<file path="config.mk">
export PLATFORM = sky130hd
export DESIGN_NAME = tcpa_top
export DESIGN_NICKNAME = d
export VERILOG_FILES = /design/src/rtl/tcpa_pkg.sv /design/src/rtl/tcpa_top.sv
export SDC_FILE = /design/constraint.sdc
export NUM_CORES = 1
export LEC_CHECK = 0
export BUFFER_PORTS_ARGS = -buffer_cell sky130_fd_sc_hd__buf_2
export CAP_MARGIN = 20
export CORE_AREA = 5 5 246 248
export CTS_CLUSTER_SIZE = 30
export DETAILED_ROUTE_END_ITERATION = 16
export DIE_AREA = 0 0 251 253
export REMOVE_ABC_BUFFERS = 1
export SLEW_MARGIN = 20
export SYNTH_ARGS = -nofsm -noshare
export SYNTH_HDL_FRONTEND = slang
export SYNTH_SLANG_ARGS = --single-unit
</file>
<file path="constraint.sdc">
create_clock -name aclk -period 2.8 [get_ports aclk]
set_clock_uncertainty 0.15 [all_clocks]
set_input_delay 0.28 -clock aclk [delete_from_list [all_inputs] [get_ports aclk]]
set_output_delay 0.28 -clock aclk [all_outputs]
set_load 0.01 [all_outputs]
</file>
<file path="src/rtl/tcpa_pkg.sv">
// Shared constants and carriers for the timer and pulse accumulator block
package tcpa_pkg;
  // Register indices; byte address is four times the index
  localparam logic [5:0] IDX_SYS = 6'h00;
  localparam logic [5:0] IDX_CHCFG = 6'h01;
  localparam logic [5:0] IDX_OUTCTL = 6'h02;
  localparam logic [5:0] IDX_FORCE = 6'h03;
  localparam logic [5:0] IDX_CHFLG = 6'h04;
  localparam logic [5:0] IDX_FREE_RUNNING_COUNTER = 6'h05;
  localparam logic [5:0] IDX_VAL0 = 6'h08;
  localparam logic [5:0] IDX_CTL = 6'h20;
  localparam logic [5:0] IDX_FLG = 6'h21;
  localparam logic [5:0] IDX_CNT = 6'h22;
  // System control fields
  localparam int SYS_TEN = 7;
  localparam int SYS_FFCA = 4;
  localparam int SYS_COUNTER_RESET_ENABLE = 3;
  // Accumulator control fields
  localparam int CTL_EN = 6;
  localparam int CTL_MODE = 5;
  localparam int CTL_EDGE = 4;
  localparam int CTL_CLK = 2;
  localparam int CTL_OVI = 1;
  localparam int CTL_PAI = 0;
  // Accumulator flag fields
  localparam int FLG_OVF = 1;
  localparam int FLG_EDGE = 0;
  // Output control field positions
  localparam int OUT_MASK = 8;
  localparam int OUT_DATA = 12;
  localparam int OUT_PORT = 16;
  localparam int OUT_DIR = 20;
  // Channel config field positions
  localparam int CFG_IE = 4;
  localparam int CFG_EDGE = 8;
  // Counter clock selections
  localparam logic [1:0] CLK_PRE = 2'h0;
  localparam logic [1:0] CLK_ACC = 2'h1;
  localparam logic [1:0] CLK_ACC256 = 2'h2;
  // Divide-by-64 tap of the prescaler counter
  localparam logic [5:0] DIV64_TAP = 6'h3f;
  localparam logic [7:0] DIV256_TAP = 8'hff;
  localparam logic [15:0] COUNT_TOP = 16'hffff;
  localparam logic [1:0] RESP_OKAY = 2'h0;
  localparam logic [1:0] RESP_SLVERR = 2'h2;

  typedef struct packed {
    logic awvalid;
    logic [7:0] awaddr;
    logic wvalid;
    logic [31:0] wdata;
    logic [3:0] wstrb;
    logic bready;
    logic arvalid;
    logic [7:0] araddr;
    logic rready;
  } tcpa_axi_req_t;

  typedef struct packed {
    logic awready;
    logic wready;
    logic bvalid;
    logic [1:0] bresp;
    logic arready;
    logic rvalid;
    logic [31:0] rdata;
    logic [1:0] rresp;
  } tcpa_axi_rsp_t;
endpackage

</file>
<file path="src/rtl/tcpa_top.sv">
// Timer with four capture/compare channels and pulse accumulator
//
// Behaviour
// Mode/edge bits pick edge count or gated
// Clock select picks prescaler, acc, /256, /65536
// Overflow flag sets on count rollover
// Edge flag sets on event or gate end
// Fast clear: count access clears flags
// Count accessed as one 16-bit word
// Accumulator input synchronised before counting
// Prescaler divides by one to 128
// Capture copies counter, sets channel flag
// Capture pulses exceed two bus clocks
// Compare match drives pin, sets flag
// Mode and level zero disconnects pin
// Force compare acts without setting flag
// Channel 7 compare overrides masked pins
// Channel 7 compare may reset counter
// Counter cycles zero to channel 7 value
// Port writes latch without moving pin
// Accumulator pulses exceed two bus clocks
// Edge counting works with timer off
// Gated mode needs the divide-by-64 clock
// Enables gate accumulator interrupt requests
// Software frees channel 7 before counting
// Accumulator off forces prescaler clock
// Clock select change acts immediately
//
// Register access over AXI4-Lite was chosen for this implementation.
`timescale 1ns/10ps
`default_nettype none
module tcpa_top (
  input wire logic aclk,
  input wire logic aresetn,
  input wire tcpa_pkg::tcpa_axi_req_t axi_req,
  output tcpa_pkg::tcpa_axi_rsp_t axi_rsp,
  input wire logic [3:0] pin_in,
  output logic [3:0] pin_out,
  output logic [3:0] pin_oe,
  output logic [3:0] chan_irq,
  output logic acc_overflow_irq,
  output logic acc_edge_irq
);
  import tcpa_pkg::*;

  typedef struct packed {
    logic [3:0] sy1;
    logic [3:0] sy2;
    logic [3:0] sy3;
    logic [1:0] sy_fill;
    logic [6:0] pre;
    logic [15:0] free_running_counter;
    logic cnt_new;
    logic [15:0] acc_div;
    logic [15:0] pulse_acc_count;
    logic [1:0] pulse_acc_flags;
    logic [6:0] ctl;
    logic [7:0] sys;
    logic [3:0] chan_direction_select;
    logic [3:0] chan_irq_enable;
    logic [3:0] cap_edge;
    logic [7:0] mode_level;
    logic [3:0] mask7;
    logic [3:0] data7;
    logic [3:0] port_latch;
    logic [3:0] port_dir;
    logic [3:0][15:0] chan_value_reg;
    logic [3:0] chan_event_flag;
    logic [3:0] cmp_q;
    logic [3:0] pin_out;
    logic [3:0] pin_oe;
    logic [3:0] chan_irq;
    logic ovf_irq;
    logic edge_irq;
    logic aw_held;
    logic [7:0] awa;
    logic w_held;
    logic [31:0] wd;
    logic [3:0] ws;
    tcpa_axi_rsp_t rsp;
  } tcpa_state_t;

  localparam tcpa_state_t RST = '0;

  tcpa_state_t s;
  tcpa_state_t next_s;
  logic [3:0] rise, fall, hit, force_v, cap_ev;
  logic [6:0] pmask;
  logic pre_tick, d64, acc_clk, acc_edge_ev, tick, cr_rst;
  logic do_wr, do_rd, cnt_access, rd_ok, wr_ok;
  logic [31:0] wmask, rd_val;

  // Register read mux; unmapped or misaligned gives an error
  function automatic logic [32:0] rd_mux(input tcpa_state_t st,
                                         input logic [7:0] a);
    logic [31:0] v;
    logic ok;
    v = 32'h0;
    ok = (a[1:0] == 2'h0);
    case (a[7:2])
      IDX_SYS: v[7:0] = st.sys;
      IDX_CHCFG: v[11:0] = {st.cap_edge, st.chan_irq_enable,
                            st.chan_direction_select};
      IDX_OUTCTL: v[23:0] = {st.port_dir, st.port_latch, st.data7,
                             st.mask7, st.mode_level};
      IDX_FORCE: v = 32'h0;
      IDX_CHFLG: v[3:0] = st.chan_event_flag;
      IDX_FREE_RUNNING_COUNTER: v[15:0] = st.free_running_counter;
      IDX_VAL0, IDX_VAL0 + 6'h1, IDX_VAL0 + 6'h2, IDX_VAL0 + 6'h3:
        v[15:0] = st.chan_value_reg[a[3:2]];
      IDX_CTL: v[6:0] = st.ctl;
      IDX_FLG: v[1:0] = st.pulse_acc_flags;
      IDX_CNT: v[15:0] = st.pulse_acc_count;
      default: ok = 1'b0;
    endcase
    return {ok, ok ? v : 32'h0};
  endfunction

  // Next-state logic for the whole block
  always_comb begin
    next_s = s;
    // Two-flop synchroniser; edges wait for three real samples
    next_s.sy1 = pin_in;
    next_s.sy2 = s.sy1;
    next_s.sy3 = s.sy2;
    next_s.sy_fill = (s.sy_fill == 2'h3) ? 2'h3 : s.sy_fill + 2'h1;
    rise = s.sy2 & ~s.sy3 & {4{s.sy_fill == 2'h3}};
    fall = ~s.sy2 & s.sy3 & {4{s.sy_fill == 2'h3}};

    // Prescaler runs only while the timer is enabled
    next_s.pre = s.sys[SYS_TEN] ? s.pre + 7'h01 : 7'h00;
    pmask = (7'h01 << s.sys[2:0]) - 7'h01;
    pre_tick = s.sys[SYS_TEN] & ((s.pre & pmask) == pmask);
    // No divide-by-64 clock without the timer
    d64 = s.sys[SYS_TEN] & (s.pre[5:0] == DIV64_TAP);

    // Accumulator clock: active edge, or gated divide-by-64
    acc_edge_ev = s.ctl[CTL_EN] &
                  (s.ctl[CTL_EDGE] ? rise[3] : fall[3]);
    if (s.ctl[CTL_MODE]) begin
      acc_clk = s.ctl[CTL_EN] & d64 &
                (s.ctl[CTL_EDGE] ? ~s.sy2[3] : s.sy2[3]);
    end else begin
      acc_clk = acc_edge_ev;
    end

    // Counter clock chosen live from the select bits
    if (!s.ctl[CTL_EN]) begin
      tick = pre_tick;
    end else begin
      unique case (s.ctl[CTL_CLK+:2])
        CLK_PRE: tick = pre_tick;
        CLK_ACC: tick = acc_clk;
        CLK_ACC256: tick = acc_clk & (s.acc_div[7:0] == DIV256_TAP);
        default: tick = acc_clk & (s.acc_div == COUNT_TOP);
      endcase
    end
    tick = tick & s.sys[SYS_TEN];

    // Compare matches fire once, on the cycle after the counter moves
    hit = s.chan_direction_select &
          {s.chan_value_reg[3] == s.free_running_counter,
           s.chan_value_reg[2] == s.free_running_counter,
           s.chan_value_reg[1] == s.free_running_counter,
           s.chan_value_reg[0] == s.free_running_counter} &
          {4{s.cnt_new}};
    cap_ev = ~s.chan_direction_select &
             ((s.cap_edge & fall) | (~s.cap_edge & rise));
    cr_rst = s.sys[SYS_COUNTER_RESET_ENABLE] & hit[3] &
             (s.chan_value_reg[3] != 16'h0);

    // Bus side: write runs once address and data are both held
    do_wr = s.aw_held & s.w_held & ~s.rsp.bvalid;
    do_rd = s.rsp.arready & axi_req.arvalid;
    wmask = {{8{s.ws[3]}}, {8{s.ws[2]}}, {8{s.ws[1]}}, {8{s.ws[0]}}};
    {rd_ok, rd_val} = rd_mux(s, axi_req.araddr);
    wr_ok = rd_mux(s, s.awa) >> 32 != 33'h0;
    force_v = 4'h0;
    cnt_access = (do_wr & (s.awa[7:2] == IDX_CNT)) |
                 (do_rd & (axi_req.araddr[7:2] == IDX_CNT));

    if (s.rsp.awready & axi_req.awvalid) begin
      next_s.aw_held = 1'b1;
      next_s.awa = axi_req.awaddr;
    end
    if (s.rsp.wready & axi_req.wvalid) begin
      next_s.w_held = 1'b1;
      next_s.wd = axi_req.wdata;
      next_s.ws = axi_req.wstrb;
    end
    if (s.rsp.bvalid & axi_req.bready) begin
      next_s.rsp.bvalid = 1'b0;
    end
    if (do_wr) begin
      next_s.aw_held = 1'b0;
      next_s.w_held = 1'b0;
      next_s.rsp.bvalid = 1'b1;
      next_s.rsp.bresp = wr_ok ? RESP_OKAY : RESP_SLVERR;
      if (wr_ok) begin
        case (s.awa[7:2])
          IDX_SYS: next_s.sys = (s.sys & ~wmask[7:0]) |
              (s.wd[7:0] & wmask[7:0]);
          IDX_CHCFG: {next_s.cap_edge, next_s.chan_irq_enable,
                      next_s.chan_direction_select} =
              ({s.cap_edge, s.chan_irq_enable, s.chan_direction_select}
               & ~wmask[11:0]) | (s.wd[11:0] & wmask[11:0]);
          // Port bits only reach the pin through the latch
          IDX_OUTCTL: {next_s.port_dir, next_s.port_latch, next_s.data7,
                       next_s.mask7, next_s.mode_level} =
              ({s.port_dir, s.port_latch, s.data7, s.mask7, s.mode_level}
               & ~wmask[23:0]) | (s.wd[23:0] & wmask[23:0]);
          IDX_FORCE: force_v = s.wd[3:0] & wmask[3:0];
          IDX_CHFLG: next_s.chan_event_flag =
              s.chan_event_flag & ~(s.wd[3:0] & wmask[3:0]);
          IDX_CTL: next_s.ctl = (s.ctl & ~wmask[6:0]) |
              (s.wd[6:0] & wmask[6:0]);
          // Write-one-to-clear accumulator flags
          IDX_FLG: next_s.pulse_acc_flags =
              s.pulse_acc_flags & ~(s.wd[1:0] & wmask[1:0]);
          // Whole word in one beat; partial lanes keep other byte
          IDX_CNT: next_s.pulse_acc_count = (s.pulse_acc_count &
              ~wmask[15:0]) | (s.wd[15:0] & wmask[15:0]);
          IDX_FREE_RUNNING_COUNTER: ;
          default: begin
            // Value writes ignored on capture channels
            if (s.chan_direction_select[s.awa[3:2]]) begin
              next_s.chan_value_reg[s.awa[3:2]] =
                  (s.chan_value_reg[s.awa[3:2]] & ~wmask[15:0]) |
                  (s.wd[15:0] & wmask[15:0]);
            end
          end
        endcase
      end
    end
    // Read data latched at the address handshake
    if (do_rd) begin
      next_s.rsp.rvalid = 1'b1;
      next_s.rsp.rdata = rd_val;
      next_s.rsp.rresp = rd_ok ? RESP_OKAY : RESP_SLVERR;
    end else if (s.rsp.rvalid & axi_req.rready) begin
      next_s.rsp.rvalid = 1'b0;
    end
    if (cnt_access & s.sys[SYS_FFCA]) begin
      next_s.pulse_acc_flags = 2'h0;
    end

    // Accumulator counting; events set flags after any clear
    if (acc_clk) begin
      next_s.pulse_acc_count = s.pulse_acc_count + 16'h1;
      next_s.acc_div = s.acc_div + 16'h1;
      if (s.pulse_acc_count == COUNT_TOP) begin
        next_s.pulse_acc_flags[FLG_OVF] = 1'b1;
      end
    end
    if (acc_edge_ev) begin
      next_s.pulse_acc_flags[FLG_EDGE] = 1'b1;
    end

    // Counter: channel 7 reset wins over the clock tick
    next_s.cnt_new = 1'b0;
    if (cr_rst) begin
      next_s.free_running_counter = 16'h0;
      next_s.cnt_new = 1'b1;
    end else if (tick) begin
      next_s.free_running_counter = s.free_running_counter + 16'h1;
      next_s.cnt_new = 1'b1;
    end

    // Per channel capture and compare actions
    for (int k = 0; k < 4; k++) begin
      if (cap_ev[k]) begin
        next_s.chan_value_reg[k] = s.free_running_counter;
        next_s.chan_event_flag[k] = 1'b1;
      end
      if (s.chan_direction_select[k] & (hit[k] | force_v[k])) begin
        unique case (s.mode_level[2*k+:2])
          2'h1: next_s.cmp_q[k] = ~s.cmp_q[k];
          2'h2: next_s.cmp_q[k] = 1'b0;
          2'h3: next_s.cmp_q[k] = 1'b1;
          default: ;
        endcase
      end
      if (hit[k]) begin
        next_s.chan_event_flag[k] = 1'b1;
      end
      // Channel 7 overrides every masked compare pin
      if ((hit[3] | force_v[3]) & s.mask7[k]) begin
        next_s.cmp_q[k] = s.data7[k];
      end
    end

    // Pin drive: compare logic when connected, else port latch
    for (int k = 0; k < 4; k++) begin
      if (next_s.chan_direction_select[k] &
          ((next_s.mode_level[2*k+:2] != 2'h0) | next_s.mask7[k])) begin
        next_s.pin_oe[k] = 1'b1;
        next_s.pin_out[k] = next_s.cmp_q[k];
      end else begin
        next_s.pin_oe[k] = next_s.port_dir[k];
        next_s.pin_out[k] = next_s.port_latch[k];
      end
    end

    // Interrupt request levels gated by their enables
    next_s.chan_irq = next_s.chan_event_flag & next_s.chan_irq_enable;
    next_s.ovf_irq = next_s.pulse_acc_flags[FLG_OVF] & next_s.ctl[CTL_OVI];
    next_s.edge_irq = next_s.pulse_acc_flags[FLG_EDGE] & next_s.ctl[CTL_PAI];
    // Each write ready only while its own beat is not held and no response waits, so one write in flight
    next_s.rsp.awready = ~next_s.aw_held & ~next_s.rsp.bvalid;
    next_s.rsp.wready = ~next_s.w_held & ~next_s.rsp.bvalid;
    next_s.rsp.arready = ~next_s.rsp.rvalid;
  end

  // State register, synchronous active-low reset
  always_ff @(posedge aclk) begin
    if (!aresetn) begin
      s <= RST;
    end else begin
      s <= next_s;
    end
  end

  assign axi_rsp = s.rsp;
  assign pin_out = s.pin_out;
  assign pin_oe = s.pin_oe;
  assign chan_irq = s.chan_irq;
  assign acc_overflow_irq = s.ovf_irq;
  assign acc_edge_irq = s.edge_irq;
endmodule
`default_nettype wire

</file>
# == Yosys cells after proc, flatten, opt, wreduce, memory -nomap -nowiden ==
# Cells that the tools add are included.
# totals
output_inout_bits,55
elab_cells,335
input_bits,63
ff_bits,296
# op_classes
add_sub_neg,6
reduce_logical,41
order_cmp,3
shifts,1
muxes,87
n_eq_ne,52
bitwise,100
# ops
operator,n
$mux W137,2
$mux W16,8
$mux W64,2
$bmux W16 S2,2
$bwmux W64,1
$eq A16 B16 Y1,4
$add A16 B1 Y16 const B,3
$and A16 B16 Y16,3
$and A24 B24 Y24,2
$and A4 B4 Y4,12
$eq A6 B4 Y1 const B,8
$mux W24,2
$eq A6 B6 Y1 const B,7
$mux W1,40
$reduce_bool A2 Y1,19
$mux W37,1
$and A1 B1 Y1,36
$demux W16 S2,1
$eq A16 B16 Y1 const B,2
$or A16 B16 Y16,2
$reduce_or A13 Y1,2
$and A12 B12 Y12,2
$eq A6 B2 Y1 const B,4
$eq A6 B3 Y1 const B,4
other kinds (55),121

# == Depth between registers and ports, before layout ==
# depth
ltp_word,13
ltp_mapped,11
depth_no_buf,8

# == Worst setup path after synthesis ==
# Ideal clock, no wire load.
# synth_path
kind,register to register
startpoint,reg s[268] (netlist bit)
endpoint,reg s (netlist bit pin_out[2])
path_stages_with_launch,9
n_path_buf,1
period_less_slack_ns,2.524
t_arrival_ns,2.258
t_required_ns,2.534
setup_slack_ns,0.276
setup_time_ns,0.116
path_cell_list,dfxtp_1 > clkbuf_1 > xor2_1 > nor4_1 > nand4_1 > o32ai_1 > mux2_2 > mux2_2 > o211a_1
# synth_via
elab_chain_len,8
elab_cells_between_ends,11
classes_between,eq/ne: 2; mux: 3; bitwise: 6
# synth_rtl
element,line_no,text
start: declaration,tcpa_top.sv:85,tcpa_state_t s;
start signal: assignment,tcpa_top.sv:319,s <= next_s;
$eq A16 B16 Y1,tcpa_top.sv:163,"s.chan_value_reg[2] == s.free_running_counter,"
$and A4 B4 Y4 *,tcpa_top.sv:161,hit = s.chan_direction_select &
$and A4 B4 Y4 *,tcpa_top.sv:165,s.chan_value_reg[0] == s.free_running_counter} &
$or A1 B1 Y1,tcpa_top.sv:275,if (s.chan_direction_select[k] & (hit[k] | force_v[k])) begin
$and A1 B1 Y1,tcpa_top.sv:275,
$mux W1,tcpa_top.sv:275,
$mux W1 *,tcpa_top.sv:287,if ((hit[3] | force_v[3]) & s.mask7[k]) begin
$mux W1 *,tcpa_top.sv:294,if (next_s.chan_direction_select[k] &
# Every way passes the cells marked *; elsewhere a longest branch is shown, timed or not.
# A chain may end at the register's enable or synchronous reset.

# == Worst setup path in the final report ==
# layout_path
startpoint,reg s[137] (netlist bit)
endpoint,reg s (netlist bit pin_out[1])
# layout_via
elab_chain_len,8
# layout_rtl
element,line_no,text
$eq A16 B16 Y1,tcpa_top.sv:164,"s.chan_value_reg[1] == s.free_running_counter,"
$and A4 B4 Y4,tcpa_top.sv:161,
$and A4 B4 Y4,tcpa_top.sv:165,
$or A1 B1 Y1,tcpa_top.sv:275,
$and A1 B1 Y1,tcpa_top.sv:275,
$mux W1,tcpa_top.sv:275,
$mux W1,tcpa_top.sv:287,
$mux W1,tcpa_top.sv:294,
# Every way passes these cells.

==> summary.md <==
| Metric | Value |
|---|---|
| Launching point of the worst reg2reg path | s[137]$_SDFFE_PN0P_ |
| Final setup fails | 0 |
| Relative slew slack | 0.359 |
| Critical path peak fanout | 4 |
| Antenna viol nets, final | 0 |
| Hold Path Depth | 4 |
| Seq cells post-synth | 277 |
| GRT busiest layer | met2 |
| Reg2reg end | pin_out[1]$_SDFF_PN0_ |
| Largest net degree at the start of global routing | a little under 70 |
| Worst setup SP type | register |
| Seq/Total Area, Yosys | 0.388 |
| Placed Area | between 15000 and 20000 um^2 |
| Cell Area, Synth | 14300 um^2 |
| R2R depth | 9 |
| Post-synth EDFFs | 0 |
| Met1 usage | 0.207 |
| Mux contribution to synthesized area | 0.106 |
| Post-synthesis async set-or-reset flop share | 0 |
| Sw frac | 0.230 |
| Slew Limit Fails | 0 |
| Register area | 5550 um^2 |
| TritonCTS clock tree | yes |
| Initial antenna violation count | 1 |
| Root Driver | clkbuf_16 |
| Clock sink total | 277 |
| Lkg Pwr | 0.00670 uW |
| Critical path class | register to register |
| YS warnings | 0 |
| Worst-Skew Late Latency | ~560 ps |
| Gpl congestion | 0.956 |
| Final instance area | between 15000 and 20000 um^2 |
| Largest family of logic cells by synthesized area | simple AND/OR/NAND/NOR gates |
| Post-Route WL | approximately 50 mm |
| IR drop worst, VDD | 540 uV |
| Total power draw | 8680 uW |
| Peak Freq | 0.364 GHz |
| Number of port buffers | 98 |
| Clock power frac | 0.480 |
| Simple-gate share of the synthesized area | 0.214 |
| Period utilization | 0.980 |
| Initial Util | 0.246 |
| Vias per cell | 5.17 |
| Fillers | 6071 |
| Met3 global-route usage | 0.0223 |
| Most common cell after layout, fill and taps aside | dfxtp_1 |
| Worst Path Required | 3100 ps |
| R2r setup slk | approximately 55 ps |
| CP Capture Point | pin_out[1]$_SDFF_PN0_ |
| Vias in the first global route | 12400 |
| Die area | 63500 um^2 |
| Core Region | 58200 um^2 |
| Multi-input logic area | 7930 um^2 |
| Outcome | complete, no violations |
| Utilization after layout | 0.297 |
| IO Pins | about 120 |
| Synth Area in Compound Gates | 0.166 |
| P_int | between 6000 and 7000 uW |
| Die Y-Extent | 253 um |
| Die X | approximately 250 um |
| Worst Tran Pin Value | ~960 ps |
| PwrDens | between 500 and 600 nW/um^2 |
| P&R area growth vs syn | 21.0% |
| Crit-path cells | xor2_1, nor4_2, buf_4, nand2_1, o32ai_2, buf_4, mux2_2, mux2_2, o211a_1 |
| First-pass GRT wire length | ~76 mm |
| Post-Synth Adder-Cell Area | 0.00350 |
| Overflow after GRT | 0 |
| Sequential share of power | 0.466 |
| TNS Setup | 0 ps |
| Layout cell share with drive strength beyond 1 | 0.188 |
| Minimum clock period | about 2700 ps |
| DR DRC count | 0 |
| WP data arrival | 3050 ps |
| Fin. Hold Viols | 0 |
| Gr usage total | 0.149 |
| Mapped Cells | roughly 1600 |
| Synthesized area per cell | 9.07 um^2 |
| Worst setup EP type | register |
| DP HPWL | approximately 37 mm |
| Met2 usage | 0.243 |
| Clock Path Buffers | 3 |
| Unrepaired setup endpoints after global routing | false |
| Commonest cells after routing, fill and taps aside | dfxtp_1 (275), nand2_1 (174), nor2_1 (121), buf_4 (105), buf_2 (97) |
| Primary FF master, synth | dfxtp_1 |
| Hold Crit Class | input pin to register |
| First drt pass iteration count | 8 |
| Number of buffers created by CTS | 31 |
| Post-CTS Setup Inserts | 0 |
| Synth Area in XOR/XNOR | 0.0594 |
| # nets final | 1771 |
| Cell Rows | 89 |
| Via count | 12900 |
| H-Tree Depth | 1 |
| Critical path's largest stage delay | 360 ps |
| CP max-delay cell | nor4_2 |
| Max-cap violation count | 0 |
| Clock-pin slew on the worst setup and hold paths | 60 ps |
| Unique masters post-synth | 73 |
| Routed WL per cell | between 20 and 25 um |
| 1st-iter DRT viols | around 1400 |
| Switching Power | 2000 uW |
| Comb pwr share | 0.055 |
| CP startpoint | s[137]$_SDFFE_PN0P_ |
cell usage after synthesis, drive strengths merged (5+ instances only):
cell type | count | area [um^2]
a211oi | 9 | 67.6
a21boi | 70 | 526
a21oi | 21 | 105
a221o | 49 | 490
a222oi | 22 | 220
a22oi | 52 | 390
a311oi | 5 | 43.8
and2 | 42 | 263
and3 | 21 | 131
buf | 84 | 538
clkbuf | 79 | 298
dfxtp | 277 | 5550
inv | 17 | 63.8
mux2 | 20 | 225
mux2i | 57 | 571
mux4 | 32 | 721
nand2 | 174 | 653
nand2b | 16 | 108
nand3 | 45 | 235
nand4 | 28 | 175
nor2 | 122 | 465
nor2b | 86 | 538
nor3 | 27 | 140
nor3b | 7 | 72.6
nor4 | 15 | 93.8
o21ai | 25 | 125
o21bai | 5 | 37.5
o31a | 7 | 61.3
o32ai | 5 | 43.8
or3 | 8 | 50.1
xnor2 | 45 | 394
xor2 | 52 | 455
layout make-up:
type / count / area share
inverters: 17 / 0.00369
flip-flops and latches: 277 / 0.321
multi-input cells: 1129 / 0.458
clock inverters: 12 / 0.00947
clock buffers: 43 / 0.0498
repair buffers: 248 / 0.102
well taps: 773 / 0.0559
diodes: 1 / 0.000145
per-stage QoR:
step | instances | hold WS, ps | worst slack [ps]
after CTS | 2499 | 31.5 | 31.8
after global routing | 2500 | 70.4 | 5.92
after floorplan | 1423 | 247 | -613
after detailed placement | 2402 | 269 | -96.0
final | 2500 | 38.8 | 55.1
after global placement | 2402 | 267 | -151
kinds of logic after synthesis:
| family | count (synthesis) |
|---|---|
| AO/OA/AOI/OAI | 302 |
| XOR/XNOR | 97 |
| adder cells (fa/ha/maj) | 4 |
| buffers and inverters | 180 |
| flip-flops | 277 |
| multiplexers | 109 |
| other | 1 |
| AND/OR/NAND/NOR | 607 |
worst min path at each step:
stage | startpoint | to | slack [ps]
after floorplan | aresetn | s[226]$_SDFFE_PN0P_ | 250
after global placement | next_s[290]$_SDFF_PN0_ | next_s[286]$_SDFF_PN0_ | 270
after detailed placement | next_s[288]$_SDFF_PN0_ | next_s[284]$_SDFF_PN0_ | 270
after CTS | axi_req[56] | s[84]$_SDFFE_PN0P_ | 30
after global routing | aresetn | s[163]$_SDFFE_PN0P_ | 70
final | axi_req[56] | s[84]$_SDFFE_PN0P_ | 40
routing by layer:
metal,routed length (um),share of wire
met1,21500,0.43
met2,23200,0.46
met3,4160,0.082
met4,1660,0.033
met5,0,0
state kept, by name, summed over array words and instances, names as in the netlist, named ones only:
register / cells
acc_edge_irq: 1
acc_overflow_irq: 1
axi_rsp: 31
chan_irq: 4
next_s: 8
pin_oe: 4
pin_out: 4
s: 203
critical path, delay by kind of cell (launching register included):
family / cells / cell delay [ps]
mux: 2 / 600
compound gates: 2 / 550
simple gates: 2 / 490
flops: 1 / 350
buf+inv: 2 / 330
xor+xnor: 1 / 170
power by group through the flow:
stage               clock network [uW]  registers (uW)  logic (uW)
floorplan                            0            4120         177
global placement                     0            4130         418
detailed placement                   0            4130         423
CTS                               4230            4040         470
global route                      4370            4050         508
finish                            4170            4040         475
repair_timing:
action,4_1_cts,5_1_grt
endpoints found under the hold margin,45,0
gates cloned,0,0
endpoints found under the setup margin,2,2
pin swaps,0,3
gates resized for setup,3,3
hold buffers,42,0
Note: power is estimated with default switching activity, not from simulation.
